## src/inc/fcsm_consts.vh

```
// Constants of the flash command sequencer host controller.
// Behaviour
// - Writes only with chip-enable and write-enable low, output-enable high.
// - Autoselect is always left with a reset command write.
// - Time-limit flag seen while toggling makes the host write reset if the next poll still toggles.
// - Program is two unlocks, A0 set-up, then address with data.
// - Chip erase is two unlocks, 80, two unlocks, then 10.
`ifndef FCSM_CONSTS_VH
`define FCSM_CONSTS_VH

`define FCSM_REG_CTRL 4'h0
`define FCSM_REG_ADDR 4'h1
`define FCSM_REG_WDATA 4'h2
`define FCSM_REG_STATUS 4'h3

`define FCSM_OP_READ 3'h0
`define FCSM_OP_RESET 3'h1
`define FCSM_OP_AUTOSEL 3'h2
`define FCSM_OP_PROG 3'h3
`define FCSM_OP_ERASE 3'h4

`define FCSM_UNLOCK1_ADDR 19'h00555
`define FCSM_UNLOCK2_ADDR 19'h002aa
`define FCSM_UNLOCK1_DATA 8'haa
`define FCSM_UNLOCK2_DATA 8'h55
`define FCSM_CMD_RESET 8'hf0
`define FCSM_CMD_AUTOSEL 8'h90
`define FCSM_CMD_PROG 8'ha0
`define FCSM_CMD_ERASE_SETUP 8'h80
`define FCSM_CMD_CHIP_ERASE 8'h10

`define FCSM_ST_BUSY 0
`define FCSM_ST_DONE 1
`define FCSM_ST_TLE 2
`define FCSM_ST_RDATA_LO 8
`define FCSM_BIT_TOGGLE 6
`define FCSM_BIT_TLE 5

`define FCSM_CLK_PERIOD_NS 10
`define FCSM_T_WP_NS 35
`define FCSM_T_ACC_NS 70
`define FCSM_WP_CYC \
    ((`FCSM_T_WP_NS + `FCSM_CLK_PERIOD_NS - 1) / `FCSM_CLK_PERIOD_NS)
`define FCSM_ACC_CYC \
    ((`FCSM_T_ACC_NS + `FCSM_CLK_PERIOD_NS - 1) / `FCSM_CLK_PERIOD_NS)
`define FCSM_SYNC_CYC 2

`endif

```

## src/rtl/fcsm_bus_cycle.v

```verilog
// One timed read or write cycle on the flash strobes, address and data.
`timescale 1ns/10ps
`include "fcsm_consts.vh"
module fcsm_bus_cycle (
    input wire mclk_in,
    input wire srst_in,
    input wire start_in,
    input wire is_read_in,
    input wire [18:0] addr_in,
    input wire [7:0] data_in,
    input wire [7:0] dq_sync_in,
    output reg done_out,
    output reg [7:0] rdata_out,
    output reg ce_n_out,
    output reg we_n_out,
    output reg oe_n_out,
    output reg [18:0] addr_out,
    output reg [7:0] dq_out,
    output reg dq_oe_out
);
    localparam S_IDLE = 2'd0;
    localparam S_SETUP = 2'd1;
    localparam S_STROBE = 2'd2;
    localparam S_HOLD = 2'd3;
    localparam integer WP_I = `FCSM_WP_CYC - 1;
    localparam integer RD_I = `FCSM_ACC_CYC + `FCSM_SYNC_CYC - 1;
    localparam [3:0] WP_CNT = WP_I[3:0];
    localparam [3:0] RD_CNT = RD_I[3:0];

    reg [1:0] state;
    reg [3:0] cnt;
    reg is_rd;

    always @(posedge mclk_in) begin
        if (srst_in) begin
            state <= S_IDLE;
            cnt <= 4'h0;
            is_rd <= 1'b0;
            done_out <= 1'b0;
            rdata_out <= 8'h00;
            ce_n_out <= 1'b1;
            we_n_out <= 1'b1;
            oe_n_out <= 1'b1;
            addr_out <= 19'h00000;
            dq_out <= 8'h00;
            dq_oe_out <= 1'b0;
        end else begin
            case (state)
                S_IDLE: begin
                    done_out <= 1'b0;
                    if (start_in) begin
                        addr_out <= addr_in;
                        dq_out <= data_in;
                        is_rd <= is_read_in;
                        ce_n_out <= 1'b0;
                        dq_oe_out <= ~is_read_in;
                        state <= S_SETUP;
                    end
                end
                S_SETUP: begin
                    if (is_rd) begin
                        oe_n_out <= 1'b0;
                        cnt <= RD_CNT;
                    end else begin
                        we_n_out <= 1'b0;
                        cnt <= WP_CNT;
                    end
                    state <= S_STROBE;
                end
                S_STROBE: begin
                    if (cnt == 4'h0) begin
                        if (is_rd) begin
                            rdata_out <= dq_sync_in;
                            oe_n_out <= 1'b1;
                        end else begin
                            we_n_out <= 1'b1;
                        end
                        state <= S_HOLD;
                    end else begin
                        cnt <= cnt - 4'h1;
                    end
                end
                S_HOLD: begin
                    ce_n_out <= 1'b1;
                    dq_oe_out <= 1'b0;
                    done_out <= 1'b1;
                    state <= S_IDLE;
                end
                default: begin
                    state <= S_IDLE;
                end
            endcase
        end
    end
endmodule

```

## src/rtl/fcsm_host.v

```verilog
// Host controller that runs flash command sequences for software.
`timescale 1ns/10ps
`include "fcsm_consts.vh"
module fcsm_host (
    input wire mclk_in,
    input wire srst_in,
    input wire [3:0] reg_addr_in,
    input wire [31:0] reg_wdata_in,
    input wire reg_wr_in,
    input wire reg_rd_in,
    output reg [31:0] reg_rdata_out,
    output wire flash_ce_n_out,
    output wire flash_we_n_out,
    output wire flash_oe_n_out,
    output wire [18:0] flash_addr_out,
    output wire [7:0] flash_dq_out,
    output wire flash_dq_oe_out,
    input wire [7:0] flash_dq_in
);
    localparam S_IDLE = 3'd0;
    localparam S_ISSUE = 3'd1;
    localparam S_WAIT = 3'd2;
    localparam S_POLL = 3'd3;
    localparam S_PWAIT = 3'd4;
    localparam S_RESET = 3'd5;
    localparam S_RWAIT = 3'd6;

    reg [2:0] state;
    reg [2:0] op;
    reg [2:0] step;
    reg [18:0] user_addr;
    reg [7:0] user_data;
    reg busy;
    reg done;
    reg tle_err;
    reg tle_seen;
    reg first_poll;
    reg [7:0] last_rdata;
    reg [7:0] prev_poll;
    reg cyc_start;
    reg cyc_read;
    reg [18:0] cyc_addr;
    reg [7:0] cyc_data;
    // Word of the current step: read flag, address and data.
    reg [27:0] next_step;
    wire cyc_done;
    wire [7:0] cyc_rdata;
    wire [7:0] dq_sync;

    // Number of bus cycles in the sequence of each operation.
    function [2:0] seq_len;
        input [2:0] f_op;
        begin
            case (f_op)
                `FCSM_OP_AUTOSEL: seq_len = 3'd5;
                `FCSM_OP_PROG: seq_len = 3'd4;
                `FCSM_OP_ERASE: seq_len = 3'd6;
                default: seq_len = 3'd1;
            endcase
        end
    endfunction

    // One step as {is_read, address, data}.
    function [27:0] seq_step;
        input [2:0] f_op;
        input [2:0] f_idx;
        input [18:0] f_addr;
        input [7:0] f_data;
        begin
            seq_step = {1'b0, 19'h00000, `FCSM_CMD_RESET};
            case (f_op)
                `FCSM_OP_READ: begin
                    seq_step = {1'b1, f_addr, 8'h00};
                end
                `FCSM_OP_AUTOSEL: begin
                    case (f_idx)
                        3'd0: seq_step = {1'b0, `FCSM_UNLOCK1_ADDR,
                                          `FCSM_UNLOCK1_DATA};
                        3'd1: seq_step = {1'b0, `FCSM_UNLOCK2_ADDR,
                                          `FCSM_UNLOCK2_DATA};
                        3'd2: seq_step = {1'b0, `FCSM_UNLOCK1_ADDR,
                                          `FCSM_CMD_AUTOSEL};
                        3'd3: seq_step = {1'b1, f_addr, 8'h00};
                        // Identity mode is always closed by a reset
                        // write, so no later operation finds it open.
                        default: seq_step = {1'b0, 19'h00000,
                                             `FCSM_CMD_RESET};
                    endcase
                end
                `FCSM_OP_PROG: begin
                    case (f_idx)
                        3'd0: seq_step = {1'b0, `FCSM_UNLOCK1_ADDR,
                                          `FCSM_UNLOCK1_DATA};
                        3'd1: seq_step = {1'b0, `FCSM_UNLOCK2_ADDR,
                                          `FCSM_UNLOCK2_DATA};
                        3'd2: seq_step = {1'b0, `FCSM_UNLOCK1_ADDR,
                                          `FCSM_CMD_PROG};
                        default: seq_step = {1'b0, f_addr, f_data};
                    endcase
                end
                `FCSM_OP_ERASE: begin
                    case (f_idx)
                        3'd0, 3'd3: seq_step = {1'b0, `FCSM_UNLOCK1_ADDR,
                                                `FCSM_UNLOCK1_DATA};
                        3'd1, 3'd4: seq_step = {1'b0, `FCSM_UNLOCK2_ADDR,
                                                `FCSM_UNLOCK2_DATA};
                        3'd2: seq_step = {1'b0, `FCSM_UNLOCK1_ADDR,
                                          `FCSM_CMD_ERASE_SETUP};
                        default: seq_step = {1'b0, `FCSM_UNLOCK1_ADDR,
                                             `FCSM_CMD_CHIP_ERASE};
                    endcase
                end
                default: begin
                    // Spare op codes send a lone reset write, which is harmless except
                    // during a program or erase without time-limit, or just after A0 set-up.
                    seq_step = {1'b0, 19'h00000, `FCSM_CMD_RESET};
                end
            endcase
        end
    endfunction

    always @* begin
        next_step = seq_step(op, step, user_addr, user_data);
    end

    fcsm_sync2 u_sync (
        .mclk_in(mclk_in),
        .srst_in(srst_in),
        .d_in(flash_dq_in),
        .q_out(dq_sync)
    );

    fcsm_bus_cycle u_cycle (
        .mclk_in(mclk_in),
        .srst_in(srst_in),
        .start_in(cyc_start),
        .is_read_in(cyc_read),
        .addr_in(cyc_addr),
        .data_in(cyc_data),
        .dq_sync_in(dq_sync),
        .done_out(cyc_done),
        .rdata_out(cyc_rdata),
        .ce_n_out(flash_ce_n_out),
        .we_n_out(flash_we_n_out),
        .oe_n_out(flash_oe_n_out),
        .addr_out(flash_addr_out),
        .dq_out(flash_dq_out),
        .dq_oe_out(flash_dq_oe_out)
    );

    // Register port and sequence engine share one process, so a
    // software write and an engine step never disagree on busy.
    always @(posedge mclk_in) begin
        if (srst_in) begin
            state <= S_IDLE;
            op <= `FCSM_OP_READ;
            step <= 3'd0;
            user_addr <= 19'h00000;
            user_data <= 8'h00;
            busy <= 1'b0;
            done <= 1'b0;
            tle_err <= 1'b0;
            tle_seen <= 1'b0;
            first_poll <= 1'b0;
            last_rdata <= 8'h00;
            prev_poll <= 8'h00;
            cyc_start <= 1'b0;
            cyc_read <= 1'b0;
            cyc_addr <= 19'h00000;
            cyc_data <= 8'h00;
            reg_rdata_out <= 32'h00000000;
        end else begin
            cyc_start <= 1'b0;
            reg_rdata_out <= 32'h00000000;
            // Read data is zero outside its one answer cycle, so a stale
            // word can never be mistaken for a fresh answer.
            if (reg_rd_in && reg_addr_in == `FCSM_REG_STATUS) begin
                reg_rdata_out <= {16'h0000, last_rdata, 5'h00,
                                  tle_err, done, busy};
            end else if (reg_rd_in && reg_addr_in == `FCSM_REG_ADDR) begin
                reg_rdata_out <= {13'h0000, user_addr};
            end else if (reg_rd_in && reg_addr_in == `FCSM_REG_WDATA) begin
                reg_rdata_out <= {24'h000000, user_data};
            end
            // Writes while busy are dropped so a sequence is never broken.
            if (reg_wr_in && !busy) begin
                case (reg_addr_in)
                    `FCSM_REG_CTRL: begin
                        op <= reg_wdata_in[2:0];
                        step <= 3'd0;
                        busy <= 1'b1;
                        done <= 1'b0;
                        tle_err <= 1'b0;
                        state <= S_ISSUE;
                    end
                    `FCSM_REG_ADDR: user_addr <= reg_wdata_in[18:0];
                    `FCSM_REG_WDATA: user_data <= reg_wdata_in[7:0];
                    default: begin
                    end
                endcase
            end
            case (state)
                S_IDLE: begin
                end
                S_ISSUE: begin
                    cyc_start <= 1'b1;
                    cyc_read <= next_step[27];
                    cyc_addr <= next_step[26:8];
                    cyc_data <= next_step[7:0];
                    state <= S_WAIT;
                end
                S_WAIT: begin
                    if (cyc_done) begin
                        if (cyc_read) begin
                            last_rdata <= cyc_rdata;
                        end
                        if (step == seq_len(op) - 3'd1) begin
                            if (op == `FCSM_OP_PROG ||
                                op == `FCSM_OP_ERASE) begin
                                first_poll <= 1'b1;
                                tle_seen <= 1'b0;
                                state <= S_POLL;
                            end else begin
                                busy <= 1'b0;
                                done <= 1'b1;
                                state <= S_IDLE;
                            end
                        end else begin
                            step <= step + 3'd1;
                            state <= S_ISSUE;
                        end
                    end
                end
                S_POLL: begin
                    // Status shows at any address while the flash is busy,
                    // so the target address is read and reused at the end.
                    // status read
                    cyc_start <= 1'b1;
                    cyc_read <= 1'b1;
                    cyc_addr <= user_addr;
                    cyc_data <= 8'h00;
                    state <= S_PWAIT;
                end
                S_PWAIT: begin
                    if (cyc_done) begin
                        last_rdata <= cyc_rdata;
                        prev_poll <= cyc_rdata;
                        // The first read only primes prev_poll. A flash
                        // whose toggle bit is stuck looks finished at
                        // once; only a read-back of the array proves the
                        // operation really took place.
                        if (first_poll) begin
                            first_poll <= 1'b0;
                            state <= S_POLL;
                        end else if (cyc_rdata[`FCSM_BIT_TOGGLE] ==
                                     prev_poll[`FCSM_BIT_TOGGLE]) begin
                            busy <= 1'b0;
                            done <= 1'b1;
                            state <= S_IDLE;
                        end else if (tle_seen) begin
                            tle_err <= 1'b1;
                            state <= S_RESET;
                        end else begin
                            tle_seen <= cyc_rdata[`FCSM_BIT_TLE];
                            state <= S_POLL;
                        end
                    end
                end
                S_RESET: begin
                    // One reset write only; software sees tle_err and
                    // decides whether to try the operation again.
                    // reset at any address
                    cyc_start <= 1'b1;
                    cyc_read <= 1'b0;
                    cyc_addr <= 19'h00000;
                    cyc_data <= `FCSM_CMD_RESET;
                    state <= S_RWAIT;
                end
                S_RWAIT: begin
                    if (cyc_done) begin
                        busy <= 1'b0;
                        done <= 1'b1;
                        state <= S_IDLE;
                    end
                end
                default: begin
                    state <= S_IDLE;
                end
            endcase
        end
    end
endmodule

```

## src/rtl/fcsm_sync2.v

```verilog
// Two-stage synchroniser for the flash data inputs.
`timescale 1ns/10ps
module fcsm_sync2 (
    input wire mclk_in,
    input wire srst_in,
    input wire [7:0] d_in,
    output reg [7:0] q_out
);
    reg [7:0] meta;

    always @(posedge mclk_in) begin
        if (srst_in) begin
            meta <= 8'h00;
            q_out <= 8'h00;
        end else begin
            meta <= d_in;
            q_out <= meta;
        end
    end
endmodule
```

## config.mk

```make
export PLATFORM = sky130hd
export DESIGN_NAME = fcsm_host
export DESIGN_NICKNAME = d
export VERILOG_FILES = /design/src/rtl/fcsm_bus_cycle.v /design/src/rtl/fcsm_host.v /design/src/rtl/fcsm_sync2.v
export VERILOG_INCLUDE_DIRS = /design/src /design/src/inc
export SDC_FILE = /design/constraint.sdc
export NUM_CORES = 1
export LEC_CHECK = 0
export CORE_MARGIN = 4
export CORE_UTILIZATION = 40
export CTS_BUF_LIST = sky130_fd_sc_hd__clkbuf_2
export DETAILED_ROUTE_END_ITERATION = 7
export DONT_BUFFER_PORTS = 1
export GPL_ROUTABILITY_DRIVEN = 0
export SYNTH_ARGS = -nofsm -noshare
export SYNTH_HDL_FRONTEND = slang
export SYNTH_SLANG_ARGS = --single-unit
```

## constraint.sdc

```tcl
create_clock -name mclk_in -period 5.1 [get_ports mclk_in]
set_clock_uncertainty 0.1 [all_clocks]
set_input_delay 0.51 -clock mclk_in [delete_from_list [all_inputs] [get_ports mclk_in]]
set_output_delay 0.51 -clock mclk_in [all_outputs]
set_load 0.03 [all_outputs]
```

==> flow_summary.toml <==
[global_routing]
grt_max_degree = 135
grt.total_usage_pct = 17.87
grt_overflow = 0
grt_pass1_vias = 5469
antenna_found_initial = 1
grt_pass1_wl_mm = 28.08

[logic_synthesis]
netlist_area_mm2 = 0.006784
synth-seq-cells = 161
synth_ff_type = "dfxtp_1"
yosysWarnings = 0
ys_types = 60
synth_edf_count = 0
async_reset_ff_share_pct = 0
synth_seq_area_share_pct = 47.51
avgSynthCellArea_um2 = 8.544
syn_inst = 794

[final_layout]
fin_nets = 860
mostFrequentLayoutCells = "dfxtp_1 (161), nand2_1 (148), a21oi_1 (99)"
utilization_pct = 45.04
stdcell_area_mm2 = 0.007470
multiInputGateArea_mm2 = 0.003262
drive_above_1_share_pct = 6.765
final_cells = 1034
final_common_cell = "dfxtp_1"
areaGrowthSynthToFinish_pct = 10.11
regArea_mm2 = 0.003223
nFillCells = 1655

[setup_path]
required_ns = 5.66
path_class = "reg -> reg"
worstSetupEndpoint = "done"
r2r_start = "op[1]"
cp-startpoint = "op[1]"
worstPathArrival_ns = 3.58
r2r_slack_ns = 2.07
reg2reg_depth = 8
crit_path_start_kind = "flop"
worst_setup_path_end_kind = "flop"
cp_max_fo = 14
r2r-end = "done"

[drt]
num_vias = 5681
drt-total-wl_mm = 17.32
wire_per_inst_um = 16.75
drt_iter0_markers = 493
viasPerCell = 5.494
ant_nets = 0
route.detailed.drc = 0
drtPass1Iterations = 5

[sta]
grt_setup_unrepaired = "false"
maxSlewViolCount = 0
period_needed_ns = 3.026
slew_headroom_pct = 31.93
finalCritPeriodShare_pct = 59.34
final_hold_viol_count = 0
worst_pin_slew_ns = 1.021
fmax_mhz = 330.4
setup_viol = 0
setup_tns_ns = 0

[run_status]
status = "finished clean"

[cts]
root_buffer = "clkbuf_2"
cts_buffer_depth = 2
clock_latency_ns = 0.75
cts_tree = "built"
clkTransAtPathRegs_ns = 0.25
cts_buffers = 17
postCtsSetupBuffers = 0
htree_levels = 4
clock_sinks = 161

[power]
power_w = 0.002338
powerDensity_mw_per_mm2 = 313.0
cellLeakagePower_nw = 2.588
peakVddDrop_v = 0.0001712

[die]
fp.dieW_um = 138.2
fp-row-count = 47
ioPinCount = 111
core_area_mm2 = 0.01658
initial_core_util_pct = 40.91
die-area_mm2 = 0.01911
die_h_um = 138.2

[placement]
dpl_cell_area_mm2 = 0.006820
port_buffers = 0
dp.cells = 965
place_hpwl_mm = 11.90

[worst_hold_path]
hp-class = "in -> reg"

[job]
drv_cap = 0
[stage by stage]
step                hold WS, ns  setup slack [ns]
floorplan                0.3138             2.748
global placement         0.3152             2.259
detailed placement       0.3250             2.216
CTS                    0.009721             2.126
global route            0.02465             1.824
finish                  0.06807             2.074
[cell usage after synthesis, drive strengths merged, types with 2 or more instances]
cell / count / share of area, %
buf: 25 / 2.3
a311oi: 4 / 0.52
and2: 3 / 0.28
nor2b: 26 / 2.4
ha: 12 / 2.2
xnor2: 4 / 0.52
or3b: 2 / 0.26
a21oi: 100 / 7.4
or3: 3 / 0.28
nand3b: 4 / 0.44
o32ai: 2 / 0.26
o22ai: 6 / 0.55
o21ai: 17 / 1.3
a221oi: 5 / 0.74
a21boi: 5 / 0.55
o211ai: 5 / 0.55
nor4: 2 / 0.18
a21o: 8 / 0.89
dfxtp: 161 / 48
o221a: 2 / 0.33
clkbuf: 37 / 2.0
inv: 14 / 0.77
nand3: 13 / 0.96
a22oi: 17 / 1.9
a31oi: 3 / 0.28
or4b: 2 / 0.30
nand2: 148 / 8.2
nor2: 70 / 3.9
a22o: 8 / 1.0
nand2b: 8 / 0.74
or2: 4 / 0.37
nor3: 6 / 0.52
a211oi: 7 / 0.77
nor3b: 8 / 1.1
mux2i: 28 / 4.1
a211o: 2 / 0.26
mux2: 4 / 0.66
o21bai: 4 / 0.44
a32oi: 3 / 0.39
[flip-flops by register name, summed over array words and instances, names as in the netlist, 2 cells and up]
name               count
op                     3
reg_rdata_out         19
last_rdata             8
state                  3
seq_step.f_data        8
u_sync.q_out           8
seq_step.f_addr       19
u_cycle.addr_out      19
u_cycle.dq_out         8
seq_step.f_idx         3
cyc_data               8
u_cycle.rdata_out      8
u_cycle.cnt            4
cyc_addr              19
u_cycle.state          2
u_sync.meta            8
[layer usage]
metal	track usage [%]	up-vias	share of wire, %
li1	-	2742	-
met1	23.53	2715	45
met2	28.98	204	47
met3	5.663	20	6.9
met4	3.848	0	0.96
met5	0	-	0
[cells by family (layout without fill, tap and decap cells)]
kind of cell               after synthesis  count (layout)  synth area share, %
and+or+nand+nor                        301             301                20.16
buffers and inverters                   76              83                5.164
adders and majority gates               12              12                2.213
muxes                                   32              32                4.795
xor gates and xnor gates                 5               5               0.6455
DFF                                    161             161                47.51
AOI/OAI and AO/OA                      206             206                19.46
other                                    1              14              0.05528
[critical path, stage by stage, from the launching register on]
cell,delay (ns)
dfxtp_1,0.71
nand3b_1,0.47
nand2_1,0.19
ha_1,0.21
xor2_1,0.27
nand2_1,0.10
a311oi_1,0.52
nand3_1,0.15
a221oi_1,0.24
[worst min path at each step]
stage	from	end	slack (ns)	depth (start not counted)
global route	srst_in	last_rdata[3]	0.02	2
finish	reg_addr_in[1]	reg_rdata_out[7]	0.07	3
global placement	u_sync.meta[5]	u_sync.q_out[5]	0.32	1
detailed placement	u_sync.meta[5]	u_sync.q_out[5]	0.33	1
CTS	srst_in	cyc_data[3]	0.01	3
floorplan	u_sync.meta[0]	u_sync.q_out[0]	0.31	1
[cell type report]
class | instances | share of cell area (%)
Clock inverter | 14 | 2.395
Timing Repair Buffer | 37 | 5.159
Inverter | 14 | 0.7035
Antenna cell | 1 | 0.03350
Clock buffer | 18 | 1.206
Sequential cell | 161 | 43.15
Multi-Input combinational cell | 569 | 43.67
Tap cell | 220 | 3.685
[power breakdown]
part           total (W)  switching (W)  internal [W]
clock network   0.000749       0.000464      0.000285
registers        0.00132      0.0000351       0.00129
logic           0.000265       0.000159      0.000106
[timing repair]
action | 4_1_cts | 5_1_grt
hold buffers | 35 | 1
gates resized for setup | 0 | 0
endpoints found under the hold margin | 156 | 1
endpoints found under the setup margin | 0 | 0
Note: power is estimated with default switching activity, not from simulation.
